**config.mk**
```make
export PLATFORM = sky130hd
export DESIGN_NAME = zero_overhead_loop_sequencer
export DESIGN_NICKNAME = d
export VERILOG_FILES = /design/src/zero_overhead_loop_sequencer.v /design/src/loop_end_match.v
export VERILOG_INCLUDE_DIRS = /design/src
export SDC_FILE = /design/constraint.sdc
export NUM_CORES = 1
export LEC_CHECK = 0
export ABC_CLOCK_PERIOD_IN_PS = 3300
export BUFFER_PORTS_ARGS = -buffer_cell sky130_fd_sc_hd__buf_4
export CORE_UTILIZATION = 40
export DETAILED_ROUTE_END_ITERATION = 16
export GPL_TIMING_DRIVEN = 0
export PLACE_DENSITY_LB_ADDON = 0.12
export SYNTH_ARGS = -nofsm -noshare
export SYNTH_HDL_FRONTEND = slang
export SYNTH_SLANG_ARGS = --single-unit
export TNS_END_PERCENT = 20
```
**constraint.sdc**
```tcl
create_clock -name clk -period 3.3 [get_ports clk]
set_clock_uncertainty 0.2 [all_clocks]
set_input_delay 0.33 -clock clk [delete_from_list [all_inputs] [get_ports clk]]
set_output_delay 0.33 -clock clk [all_outputs]
set_load 0.01 [all_outputs]
```
**src/loop_seq_defs.vh**
```
// Constants for the zero-overhead loop sequencer.
// Assumes inclusion by bare name from the sequencer files.
//
// Overview of operation
// - After each instruction, compare end address with PC; match and decremented count>=0 loops back.
// - Loop sequencing never touches the count while the loop-active flag is clear.
// - The loop runs one more time than the count held at entry.
// - Counts up to 8000 0000h work; a count of zero gives one pass.
// - End below start never jumps back, yet the loop-active flag stays set.
// - Writing zero to the count or clearing the flag stops the loop early.
// - Single repeat fetches from memory once, then replays the held word.
// - Interrupts are blocked while a single repeat runs.
// - Single repeat decrements per pass; negative count clears flags, PC steps by one.
// - Block repeat fetches memory; at end decrement and jump or exit and step.
// - Block repeat leaves the count alone; software loads it beforehand.
// - Interrupts may be taken during block repeat.
// - Block repeat loads the start address with the address after it.
// - End address is start plus 24-bit operand, or a source register.
// - Block repeat sets loop-active and clears single-repeat.
// - Single repeat sets start and end to PC+1, both flags, count from operand.
// - Single repeat runs the next instruction operand plus one times.
// - Active with single clear is block repeat; both set is single repeat.
// - Both repeat operations take four setup cycles; later passes cost none.
// - Status writes cannot set loop-active while count is zero or minus one.
`ifndef LOOP_SEQ_DEFS_VH
`define LOOP_SEQ_DEFS_VH
`define ADDR_W       24
`define DATA_W       32
`define REL_W        24
`define SETUP_CYCLES 3'h4
`define ADDR_ONE     24'h000001
`define CNT_ZERO     32'h00000000
`define CNT_MONE     32'hFFFFFFFF
`define CNT_ONE      32'h00000001
`define CNT_SIGN     31
`define ST_W         16
`define ST_ACTIVE    8
`endif

```
**src/zero_overhead_loop_sequencer.v**
```verilog
// Zero-overhead loop sequencer: holds start, end and count, steers next PC.
// Assumes decode gives one-cycle op strobes, and instr_done pulses once per executed instruction.
`timescale 1ns/1ps
`default_nettype none
`include "loop_seq_defs.vh"
module zero_overhead_loop_sequencer
(
  // Clock and reset
  input  wire                clk,
  input  wire                nrst,
  // Repeat operations from decode
  input  wire                block_repeat_op,
  input  wire                single_repeat_op,
  input  wire                rel_mode,
  input  wire [`REL_W-1:0]   rel_operand,
  input  wire [`ADDR_W-1:0]  reg_operand,
  input  wire [`DATA_W-1:0]  src_count,
  input  wire [`ADDR_W-1:0]  op_pc,
  // Execution progress
  input  wire                instr_done,
  input  wire [`ADDR_W-1:0]  pc,
  input  wire [`DATA_W-1:0]  fetched_word,
  // Software writes
  input  wire                count_wr,
  input  wire [`DATA_W-1:0]  count_wr_data,
  input  wire                status_wr,
  input  wire [`ST_W-1:0]    status_wr_data,
  // Sequencing results
  output reg                 pc_load,
  output reg  [`ADDR_W-1:0]  pc_next,
  output wire                fetch_from_ir,
  output reg  [`DATA_W-1:0]  held_instruction_reg,
  output wire                irq_allow,
  output wire                setup_busy,
  // Visible state
  output reg  [`ADDR_W-1:0]  loop_start_addr,
  output reg  [`ADDR_W-1:0]  loop_end_addr,
  output reg  [`DATA_W-1:0]  loop_count,
  output reg  [`ST_W-1:0]    status_word,
  output reg                 single_flag
);

  // ---------------------------------------------------------------
  // Setup counter and state
  // ---------------------------------------------------------------
  localparam S_IDLE  = 2'h0;
  localparam S_SETUP = 2'h1;
  localparam S_RUN   = 2'h2;

  reg  [1:0] state_reg;
  reg  [1:0] state_next;
  reg  [2:0] setup_reg;
  reg        first_pass_reg;

  wire       loop_active_flag = status_word[`ST_ACTIVE];
  wire       at_end;
  wire       order_ok;
  wire       any_op   = block_repeat_op | single_repeat_op;
  wire [`DATA_W-1:0] count_dec = loop_count - `CNT_ONE;
  wire       dec_neg  = count_dec[`CNT_SIGN];
  wire       blk_mode = loop_active_flag & ~single_flag;
  wire       sgl_mode = loop_active_flag &  single_flag;
  wire       step     = instr_done & (state_reg == S_RUN);

  loop_end_match u_match
  (
    .pc         (pc),
    .start_addr (loop_start_addr),
    .end_addr   (loop_end_addr),
    .at_end     (at_end),
    .order_ok   (order_ok)
  );

  assign setup_busy    = (state_reg == S_SETUP);
  assign fetch_from_ir = sgl_mode & ~first_pass_reg;
  assign irq_allow     = ~sgl_mode;

  always @*
  begin
    state_next = state_reg;
    case (state_reg)
      S_IDLE:  if (any_op) state_next = S_SETUP;
      S_SETUP: if (setup_reg == `SETUP_CYCLES - 3'h1) state_next = S_RUN;
      S_RUN:   if (any_op) state_next = S_SETUP;
               else if (!loop_active_flag) state_next = S_IDLE;
      default: state_next = S_IDLE;
    endcase
  end

  always @(posedge clk or negedge nrst)
  begin
    if (!nrst)
    begin
      state_reg <= S_IDLE;
      setup_reg <= 3'h0;
    end
    else
    begin
      state_reg <= state_next;
      if (state_reg == S_SETUP)
        setup_reg <= setup_reg + 3'h1;
      else
        setup_reg <= 3'h0;
    end
  end

  // ---------------------------------------------------------------
  // Next PC steering
  // ---------------------------------------------------------------
  always @*
  begin
    pc_load = 1'b0;
    pc_next = pc + `ADDR_ONE;
    if (step && sgl_mode)
    begin
      if (dec_neg)
        pc_load = 1'b1;
      else
      begin
        pc_load = 1'b1;
        pc_next = pc;
      end
    end
    else if (step && blk_mode && at_end && order_ok)
    begin
      pc_load = 1'b1;
      if (!dec_neg)
        pc_next = loop_start_addr;
    end
  end

  // ---------------------------------------------------------------
  // Loop registers
  // ---------------------------------------------------------------
  wire st_set_ok = (loop_count != `CNT_ZERO) && (loop_count != `CNT_MONE);

  always @(posedge clk or negedge nrst)
  begin
    if (!nrst)
    begin
      loop_start_addr      <= {`ADDR_W{1'b0}};
      loop_end_addr        <= {`ADDR_W{1'b0}};
      loop_count           <= `CNT_ZERO;
      status_word          <= {`ST_W{1'b0}};
      single_flag          <= 1'b0;
      first_pass_reg       <= 1'b0;
      held_instruction_reg <= {`DATA_W{1'b0}};
    end
    else if (block_repeat_op)
    begin
      loop_start_addr          <= op_pc + `ADDR_ONE;
      loop_end_addr            <= rel_mode ? (op_pc + `ADDR_ONE + rel_operand)
                                           : reg_operand;
      status_word[`ST_ACTIVE]  <= 1'b1;
      single_flag              <= 1'b0;
      first_pass_reg           <= 1'b0;
    end
    else if (single_repeat_op)
    begin
      loop_start_addr          <= op_pc + `ADDR_ONE;
      loop_end_addr            <= op_pc + `ADDR_ONE;
      status_word[`ST_ACTIVE]  <= 1'b1;
      single_flag              <= 1'b1;
      loop_count               <= src_count;
      first_pass_reg           <= 1'b1;
    end
    else if (status_wr)
    begin
      status_word <= {status_wr_data[`ST_W-1:`ST_ACTIVE+1],
                      status_wr_data[`ST_ACTIVE] & (st_set_ok | loop_active_flag),
                      status_wr_data[`ST_ACTIVE-1:0]};
      if (!status_wr_data[`ST_ACTIVE])
        single_flag <= 1'b0;
      if (count_wr)
        loop_count <= count_wr_data;
    end
    else if (count_wr)
    begin
      loop_count <= count_wr_data;
      if (count_wr_data == `CNT_ZERO && loop_active_flag && !single_flag)
        loop_count <= `CNT_ZERO;
    end
    else if (step && sgl_mode)
    begin
      if (first_pass_reg)
        held_instruction_reg <= fetched_word;
      first_pass_reg <= 1'b0;
      loop_count     <= count_dec;
      if (dec_neg)
      begin
        status_word[`ST_ACTIVE] <= 1'b0;
        single_flag             <= 1'b0;
      end
    end
    else if (step && blk_mode && at_end && order_ok)
    begin
      loop_count <= count_dec;
      if (dec_neg)
      begin
        status_word[`ST_ACTIVE] <= 1'b0;
        single_flag             <= 1'b0;
      end
    end
    // Otherwise the count holds, including whenever loop-active is clear
  end

endmodule // zero_overhead_loop_sequencer
`default_nettype wire

```
**src/loop_end_match.v**
```verilog
// End-of-block comparator for the loop sequencer.
// Assumes addresses are on the core clock and stable through the compare.
`timescale 1ns/1ps
`default_nettype none
`include "loop_seq_defs.vh"
module loop_end_match
(
  // Addresses
  input  wire [`ADDR_W-1:0] pc,
  input  wire [`ADDR_W-1:0] start_addr,
  input  wire [`ADDR_W-1:0] end_addr,
  // Results
  output wire               at_end,
  output wire               order_ok
);
  assign at_end   = (pc == end_addr);
  assign order_ok = (end_addr >= start_addr);
endmodule // loop_end_match
`default_nettype wire

```
==> results of run 1 <==
-- worst min-delay path, cell delays in order --
cell,delay [ns]
buf_4,0.07
a2bb2oi_1,0.06
a21oi_1,0.13
-- power breakdown --
group          switching, W  internal [W]  total (W)  leakage (nW)
sequential         0.000286       0.00186    0.00215          1.64
combinational       0.00108       0.00113    0.00221          5.43
clock              0.000816       0.00114    0.00195         0.287
-- cell usage after synthesis, drive strengths merged, types with 7 or more instances --
library cell  number  share of area (%)
clkbuf            38                1.4
nand4             33                2.3
a21oi             88                4.3
mux2              79                8.6
ha                63                7.6
nand2b            10               0.68
a211oi            12               0.87
xnor2             49                4.3
dfrtp            135                 33
a22oi             28                2.0
nor3              34                1.8
o22ai              7               0.42
mux2i             10               0.96
a31oi              8               0.48
or3                7               0.47
and3              15               0.90
xor2              43                3.6
a21o              22                1.6
nand2            105                3.8
nor4              16                1.1
nand3             40                1.9
o21ai             83                4.0
nor2             117                4.3
nor2b              8               0.48
buf               17               0.88
inv               58                2.1
-- final cells by class --
| cell class | count | area [um2] | share of cell area, % |
|---|---|---|---|
| repair buffers | 469 | 3777 | 24.10 |
| clock inverters | 14 | 163.9 | 1.046 |
| diodes | 1 | 2.502 | 0.01597 |
| plain buffers | 54 | 254.0 | 1.621 |
| inverters | 58 | 217.7 | 1.389 |
| multi-input cells | 956 | 7017 | 44.77 |
| well taps | 330 | 412.9 | 2.634 |
| flip-flops and latches | 135 | 3400 | 21.69 |
| clock buffers | 18 | 429.2 | 2.738 |
-- final timing paths --
kind	endpoint	startpoint
worst min register to register	setup_reg[0]$_DFF_PN0_	setup_reg[0]$_DFF_PN0_
worst max register to register	single_flag$_DFFE_PN0P_	loop_count[27]$_DFFE_PN0P_
min in group asynchronous	loop_start_addr[5]$_DFFE_PN0N_	nrst
max in group asynchronous	loop_count[13]$_DFFE_PN0P_	nrst
worst min-delay path	loop_end_addr[9]$_DFFE_PN0N_	reg_operand[9]
worst max-delay path	pc_next[20]	loop_count[27]$_DFFE_PN0P_
-- logic make-up (layout without fill, tap and decap cells) --
logic type / count (synthesis) / after routing / synth area share (%)
other cells: 0 / 1 / 0
simple gates: 410 / 410 / 19.58
compound gates: 301 / 301 / 18.19
buf+inv: 113 / 613 / 4.354
mux: 89 / 89 / 9.577
xor+xnor: 92 / 92 / 7.948
flops: 135 / 135 / 32.57
fa+ha+maj: 64 / 64 / 7.792
-- metrics by stage --
| stage | worst slack, ns | total power, W | utilization [%] | TNS [ns] | cell area (um2) |
|---|---|---|---|---|---|
| finish | -0.4845 | 0.006311 | 61.89 | -9.727 | 15670 |
| global route | -0.5707 | 0.006637 | 61.89 | -13.19 | 15670 |
| CTS | -0.5202 | 0.006256 | 60.22 | -10.17 | 15250 |
| detailed placement | -0.9126 | 0.004078 | 53.64 | -14.69 | 13590 |
| global placement | -0.8487 | 0.004051 | 53.52 | -13.81 | 13550 |
| floorplan | -0.07024 | 0.003138 | - | -0.2180 | 10410 |
-- layer usage --
layer  vias up  wire [um]  GRT usage, %
met3        57       3139         5.358
met2       521      18590         46.69
li1       5310          -             -
met4         0        815         8.794
met1      5360      17080         39.92
met5         -          0             0
-- cells in the final DEF, fill, tap and decap left out, types with 8 or more instances in the layout --
master | Yosys | routed
buf_4 | 2 | 399
dfrtp_1 | 135 | 118
nor2_1 | 116 | 110
nand2_1 | 104 | 103
a21oi_1 | 86 | 80
mux2_2 | 78 | 78
o21ai_0 | 83 | 69
dlygate4sd3_1 | 0 | 56
ha_1 | 63 | 55
inv_1 | 58 | 52
xnor2_1 | 48 | 44
nand3_1 | 40 | 39
clkbuf_1 | 38 | 38
xor2_1 | 43 | 35
nand4_1 | 31 | 31
nor3_1 | 31 | 29
a22oi_1 | 28 | 28
a21o_1 | 22 | 22
clkbuf_16 | 0 | 18
dfrtp_2 | 0 | 17
and3_1 | 15 | 14
nor4_1 | 15 | 14
a211oi_1 | 12 | 10
nand2b_1 | 9 | 9
buf_1 | 9 | 9
o21ai_1 | 0 | 9
buf_6 | 2 | 9
mux2i_1 | 10 | 9
a31oi_1 | 8 | 8
-- timing repair --
| action | 4_1_cts | 5_1_grt |
|---|---|---|
| setup endpoints to repair | 33 | 37 |
| setup buffers | 28 | 16 |
| gates resized for setup | 72 | 59 |
| pin swaps | 20 | 22 |
| cloned | 2 | 2 |
| hold buffers | 56 | 0 |
| endpoints found under the hold margin | 106 | 0 |
==> impl_metrics.ini, run 1 <==
[status]
status = complete, but fails checks
violations = negative setup slack

[final_layout]
fin_cells = 2035
drive_gt1_share_pct = 37.62
final_nets = 1971
area_growth_pct = 51.09
n_fill_cell = 2257

[logic_synthesis]
syn-cell-area_mm2 = 0.01037
ys_seq_elements = 135
yosys_most_used_dff = dfrtp_1
synth-edff-count = 0
synth_warnings = 0
syn_avg_cell_area_um2 = 8.616
synthCells = 1204
yosysUniqueCellTypes = 72
syn_nets = 1484
synth_async_sr_flop_share_pct = 100.0
seq_area_frac_synth_pct = 32.57

[global_routing]
grt.total_usage_pct = 29.19
grt_max_degree = 85
grt_first_pass_wirelength_um = 59870
grt.overflow.total = 0
antenna_found_initial = 1
grt_pass1_vias = 10898

[critical_path]
critical_path.cell_chain = or3_4, or3_4, nor2_4, nand2b_4, xnor2_4, or4_4, buf_8, a21oi_2, nor2_1, nor3_2, buf_4
cpMaxStageDelayCell = or4_4
max_stage_delay_ns = 0.58
worst-endpoint-arrival_ns = 3.25
cp.depth = 11
cp-end-kind = output pin
worst_r2r_path_depth = 14
cp-start-kind = flip-flop
crit_top_cell = or3_4
crit_required_ns = 2.77
cp_num_buf_inv = 2
crit_type = reg -> out
crit_fanout = 6
r2r_setup_slack_ns = 0.08
path_delay_family = simple AND/OR/NAND/NOR gates

[hold_path]
hold_depth = 3
hold_path_class = in -> reg

[timing]
finalCriticalPeriod_ns = 3.785
fin_ws_ns = -0.4845
rsz0062_at_grt = yes
tightestPinTransition_ns = 0.7218
whs_ns = 0.02422
finalCritPeriodShare_pct = 114.7
hold_viol = 0
max_freq_mhz = 264.2
maxSlewHeadroom_pct = 51.70
setup_viol = 30
slew_viol_final = 0

[routing]
wirelength_um = 39630
drc = 0
antenna_left = 0
drt_first_pass_iters = 6
wire_per_inst_um = 19.47
vias = 11248
drtIter0Drc = 977
vias_per_cell = 5.527

[die]
start_util_pct = 40.96
coreArea_mm2 = 0.02533
rows = 58
num_io_pins = 373
die_h_um = 163.0
die_w_um = 163.0
die-area_mm2 = 0.02658

[cts]
cts.sinks = 135
cts.path.max_buffers = 2
cts-root-buf = clkbuf_16
cts_buffers = 17
h-tree-depth = 4
cts_tree = yes
clk_latency_ns = 0.42
clk_transition_reported_paths_ns = 0.06

[placed_design]
io_buffer_count = 364
hpwl_um = 30430
gp_congestion = 0.9566
placed_cells = 1899

[power]
powerDensity_mw_per_mm2 = 402.7
p_leak_nw = 7.358
irDropWorstVdd_uv = 282.4

[flow_run]
drv_cap = 0
Power figures use the tool's default switching activity.
==> run 2: changes to the inputs <==
--- a/config.mk
+++ b/config.mk
@@ -10,2 +10,3 @@
 export BUFFER_PORTS_ARGS = -buffer_cell sky130_fd_sc_hd__buf_4
+export CORE_MARGIN = 2
 export CORE_UTILIZATION = 40
==> constraint.sdc (replaced) <==
create_clock -name clk -period 3.3 [get_ports clk]
set_clock_uncertainty 0.2 [all_clocks]
set_input_delay 0.66 -clock clk [delete_from_list [all_inputs] [get_ports clk]]
set_output_delay 0.66 -clock clk [all_outputs]
set_load 0.01 [all_outputs]
==> run 2 against run 1 <==
The flow still finishes with violations (negative setup slack). Critical path type unchanged. Critical path depth did not move. Via count fell by 0.31%. Clock power about the same. Highest routed layer unchanged. Combinational power about the same. First-iteration DRC count increased by 1.5%. Register-to-register slack better by 0.06 ns. Routed wire length increased by 0.48%.
==> impl_metrics.ini, run 2 (synthesized netlist as in run 1, its figures left out) <==
[cts]
cts-root-buf = clkbuf_16
cts.path.max_buffers = 2
clk_latency_ns = 0.44
clk_transition_reported_paths_ns = 0.07
cts_tree = yes
cts_buffers = 17
h-tree-depth = 4
cts.sinks = 135

[routing]
drt_first_pass_iters = 5
drc = 0
vias_per_cell = 5.615
drtIter0Drc = 992
wirelength_um = 39820
vias = 11213
wire_per_inst_um = 19.94
antenna_left = 0

[die]
die_h_um = 165.0
die_w_um = 165.0
die-area_mm2 = 0.02724
start_util_pct = 40.96
coreArea_mm2 = 0.02533
num_io_pins = 373
rows = 58

[final_layout]
area_growth_pct = 48.20
mostFrequentLayoutCells = buf_4, dfrtp_1, nor2_1
final_nets = 1932
drive_gt1_share_pct = 40.96
fin_area_mm2 = 0.01537
layout_commonest_cell = buf_4

[timing]
max_freq_mhz = 250.2
tightestPinTransition_ns = 0.6510
fin_ws_ns = -0.6974
maxSlewHeadroom_pct = 56.44
hold_viol = 0
finalCritPeriodShare_pct = 121.1
rsz0062_at_grt = yes
finalCriticalPeriod_ns = 3.997
slew_viol_final = 0
fin_setup_tns_ns = -16.93
setup_viol = 32

[critical_path]
cp-start-kind = flip-flop
critical_path.cell_chain = or3_4, or3_4, nor2_4, nand2b_4, xnor2_4, or4_4, buf_4, nand2_4, o22ai_1, nor2_1, buf_4
crit_fanout = 6
r2r_setup_slack_ns = 0.14
cpMaxStageDelayCell = or4_4
crit_required_ns = 2.44
max_stage_delay_ns = 0.53
crit_type = reg -> out
cp-end-kind = output pin
worst-endpoint-arrival_ns = 3.14
regToRegEndpoint = loop_count[26]$_DFFE_PN0P_
worst_r2r_path_depth = 11
rr_startpoint = loop_end_addr[7]$_DFFE_PN0N_

[global_routing]
grt_max_degree = 95
grt.total_usage_pct = 28.07
grt_pass1_vias = 10463
grt.overflow.total = 0
grt_first_pass_wirelength_um = 58520
antenna_found_initial = 2

[power]
p_leak_nw = 7.244
powerDensity_mw_per_mm2 = 411.1
irDropWorstVdd_uv = 282.3

[flow_run]
drv_cap = 0

[status]
violations = negative setup slack
status = complete, but fails checks

[placed_design]
io_buffer_count = 364
hpwl_um = 31240
post_dp_cell_area_mm2 = 0.01365
gp_congestion = 0.8980
pre_cts_slack_ns = -1.169

[hold_path]
worstHoldStart = setup_reg[0]$_DFF_PN0_
hold_end = setup_reg[0]$_DFF_PN0_
hold_depth = 1
hold_path_class = reg -> reg
[run 2: cell count changes in the layout (fill, tap and decap cells not counted), sizes merged, moves of 2 or more]
cell         previous run  this run
buf                   426       445
bufinv                  2         0
clkbuf                 58        55
clkinv                  4         9
dlygate4sd3            56         1
[run 2: stage by stage]
step                utilization [%]  instances  hold slack [ns]  total power [W]
floorplan                         -       1204           0.1644         0.003149
global placement              53.77       1898           0.2179         0.004070
detailed placement            53.90       1899           0.2394         0.004108
CTS                           58.85       1969           0.2376         0.006222
global route                  60.70       1997           0.2333         0.006639
finish                        60.70       1997           0.2421         0.006321
[run 2: final cells by class]
| class | count | area, um2 |
|---|---|---|
| fillers | 2285 | 9953 |
| clock buffers | 17 | 425.4 |
| clock inverters | 15 | 201.4 |
| inverters | 58 | 217.7 |
| well taps | 330 | 412.9 |
| plain buffers | 54 | 256.5 |
| multi-input cells | 956 | 7123 |
| diodes | 2 | 5.005 |
| flip-flops and latches | 135 | 3402 |
| repair buffers | 430 | 3329 |
[run 2: routing by layer]
layer	GRT usage [%]	wire length, um	vias to the layer above	share of wire [%]
met5	0	0	-	0
met4	8.814	1098	0	2.8
met3	5.776	3263	60	8.2
met2	43.86	18030	540	45
met1	38.94	17420	5363	44
li1	-	-	5250	-
[run 2: worst max path at each step]
stage | slack (ns) | cells after the start | to | startpoint
after floorplan | -0.38 | 15 | loop_end_addr[21]$_DFFE_PN0N_ | op_pc[7]
after global placement | -1.23 | 15 | loop_end_addr[22]$_DFFE_PN0N_ | op_pc[0]
after detailed placement | -1.17 | 17 | loop_end_addr[21]$_DFFE_PN0N_ | op_pc[0]
after CTS | -0.82 | 11 | pc_next[20] | loop_count[18]$_DFFE_PN0P_
after global routing | -0.80 | 11 | pc_next[20] | loop_count[27]$_DFFE_PN0P_
final | -0.70 | 11 | pc_next[16] | loop_count[27]$_DFFE_PN0P_
[run 2: critical path, delay by kind of cell, from the launching register on]
kind                      cells  cell delay (ns)
AOI/OAI and AO/OA             1             0.09
buffers and inverters         2             0.32
xor gates and xnor gates      1             0.15
DFF                           1             0.39
and+or+nand+nor               7             1.76
[run 2: power by group]
group | switching (W) | total (W) | internal [W]
sequential | 0.000282 | 0.00214 | 0.00186
combinational | 0.00111 | 0.00222 | 0.00111
clock | 0.000924 | 0.00196 | 0.00104
total | 0.00231 | 0.00632 | 0.00401
[run 2: repair_timing]
action / CTS / global route
pin swaps: 21 / 29
resized for setup: 86 / 61
hold buffers: 1 / 0
cloned: 2 / 0
endpoints found under the setup margin: 38 / 54
buffers inserted: 36 / 27
hold endpoints to repair: 41 / 0
==> run 3: changes to the inputs <==
Settings changed: ABC_AREA set to 1, ABC_CLOCK_PERIOD_IN_PS 3300 to 3480.
Clock period 3.3 ns to 3.48 ns, I/O delays scaled along.
==> run 3 against run 2 <==
The run ends with negative hold slack, negative setup slack left. Synthesized area increased by 18%. Routed wire length increased by 32%. Synthesized cell count increased by 57%. Worst setup slack improved by 0.68 ns. Register-to-register slack improved by 0.37 ns. Critical path type unchanged. Critical path depth increased by 3. Clock-buffer cell count unchanged. First-iteration DRC count increased by 35%. Clock power decreased by 3%. Worst hold slack got worse by 0.26 ns. Largest power group unchanged.
==> impl_metrics.ini, run 3 <==
[status]
status = complete, but fails checks
violations = negative hold slack, negative setup slack

[cts]
holdBufCountCts = 0
cts_tree = yes
cts.sinks = 135
clk_transition_reported_paths_ns = 0.08
cts_buffers = 17
h-tree-depth = 4
clk_latency_ns = 0.44
cts.path.max_buffers = 2
cts-root-buf = clkbuf_16

[routing]
wire_per_inst_um = 19.02
vias = 14779
wirelength_um = 52750
drtIter0Drc = 1344
vias_per_cell = 5.328
drt_first_pass_iters = 5
antenna_left = 0
drc = 0

[global_routing]
met1_usage_pct = 45.41
grt_max_degree = 88
use_met2_pct = 50.32
antenna_found_initial = 3
grt_pass1_vias = 13757
grt.overflow.total = 0
grt_busiest_layer = met2
grt.total_usage_pct = 31.89
grt_first_pass_wirelength_um = 77090
use_met3_pct = 4.771

[logic_synthesis]
synthCells = 1892
synthTopCellsByArea = dfrtp_1, nand2_1, nor2_1, nand3_1, ha_1
synth-edff-count = 0
synth_async_sr_flop_share_pct = 100.0
yosysMostFrequentCell = nand2_1
synth_warnings = 0
syn-cell-area_mm2 = 0.01222
ys_seq_elements = 135
yosysTopAreaCell = dfrtp_1
synth.top_cell.area_share_pct = 27.65
syn_nets = 2172
syn_avg_cell_area_um2 = 6.458
seq_area_frac_synth_pct = 27.65
synthTopCellsByCount = nand2_1, nor2_1, inv_1
yosys_most_used_dff = dfrtp_1
yosysUniqueCellTypes = 46

[die]
num_io_pins = 373
die_h_um = 178.8
rows = 63
die-area_mm2 = 0.03196
start_util_pct = 40.90
die_w_um = 178.8
coreArea_mm2 = 0.02987

[timing]
rsz0062_at_grt = yes
max_freq_mhz = 286.3
whs_ns = -0.01592
fin_ws_ns = -0.01341
tightestPinTransition_ns = 0.7948
finalCritPeriodShare_pct = 100.4
maxSlewHeadroom_pct = 47.01
finalCriticalPeriod_ns = 3.493
hold_viol = 1
setup_viol = 4
slew_viol_final = 0

[critical_path]
crit_type = reg -> out
crit_start = loop_end_addr[20]$_DFFE_PN0N_
cp-start-kind = flip-flop
crit_fanout = 7
crit_required_ns = 2.58
cp-end-kind = output pin
worst-endpoint-arrival_ns = 2.60
worst_r2r_path_depth = 8
rr_startpoint = state_reg[0]$_DFFE_PN0P_

[placed_design]
gp_congestion = 0.9445
pre_cts_slack_ns = -0.7720
hpwl_um = 41470
post_dp_cell_area_mm2 = 0.01551
placed_cells = 2653
io_buffer_count = 370

[final_layout]
fin_cells = 2774
mostFrequentLayoutCells = nand2_1, buf_4, nor2_1
fin_area_mm2 = 0.01753
final_nets = 2648
area_growth_pct = 43.47
drive_gt1_share_pct = 31.84
layout_commonest_cell = nand2_1
fin_util_pct = 58.68

[power]
powerDensity_mw_per_mm2 = 368.8
p_leak_nw = 9.145
irDropWorstVdd_uv = 407.3

[hold_path]
hold_path_class = in -> async

[flow_run]
drv_cap = 0
run 3: worst paths after layout:
kind | to | slack, ns
worst max-delay path | pc_next[13] | -0.01
worst max register to register | held_instruction_reg[5]$_DFFE_PN0P_ | 0.51
max in group asynchronous | loop_count[9]$_DFFE_PN0P_ | 2.21
worst min-delay path | status_word[13]$_DFFE_PN0P_ | -0.02
worst min register to register | setup_reg[0]$_DFF_PN0_ | 0.24
min in group clk | setup_reg[0]$_DFF_PN0_ | 0.24
run 3: layout make-up:
cell class,count,area [um2]
Sequential cell,135,3441
Fill cell,2906,12350
Buffer,60,301.5
Inverter,212,795.8
Antenna cell,3,7.507
Clock inverter,15,193.9
Multi-Input combinational cell,1484,8382
Tap cell,390,488.0
Timing Repair Buffer,458,3495
Clock buffer,17,425.4
run 3: metal layers:
layer  up-vias  wire [um]
li1       7089          -
met1      6973      23470
met2       657      23890
met3        60       4267
met4         0       1122
met5         -          0
run 3: cells by family after synthesis:
| family | share of synthesized area [%] |
|---|---|
| AND/OR/NAND/NOR | 37.74 |
| AO/OA/AOI/OAI | 10.42 |
| XOR/XNOR | 4.444 |
| adder cells (fa/ha/maj) | 6.616 |
| multiplexers | 4.332 |
| flip-flops | 27.65 |
| buffers and inverters | 8.797 |
run 3: power breakdown:
part | total [W] | switching [W] | internal [W]
clock network | 0.00190 | 0.000919 | 0.000985
logic | 0.00256 | 0.00144 | 0.00112
registers | 0.00200 | 0.000231 | 0.00177
total | 0.00647 | 0.00259 | 0.00387
run 3: what timing repair did:
action | in CTS | in global routing
gates resized for setup | 92 | 113
gates cloned | 0 | 1
hold endpoints to repair | 0 | 0
setup endpoints to repair | 35 | 37
pin swaps | 13 | 30
buffers inserted | 41 | 45
run 3: per-stage QoR:
| step | total power, W | TNS (ns) |
|---|---|---|
| 2_1_floorplan | 0.003135 | 0 |
| 3_3_place_gp | 0.004132 | -9.894 |
| 3_5_place_dp | 0.004168 | -9.825 |
| 4_1_cts | 0.006216 | -0.009736 |
| 5_1_grt | 0.006802 | -1.645 |
| 6_report | 0.006466 | -0.02840 |
run 3: critical path: stages (launching register included):
cell	delay, ns
dfrtp_2	0.45
buf_4	0.19
nand2_1	0.12
o21ai_0	0.09
nor2_1	0.09
nand2_1	0.06
nor2_2	0.11
nand2_1	0.11
nor2_4	0.18
nand3_4	0.09
buf_8	0.15
buf_12	0.14
o211ai_2	0.17
nand2_2	0.09
buf_6	0.13
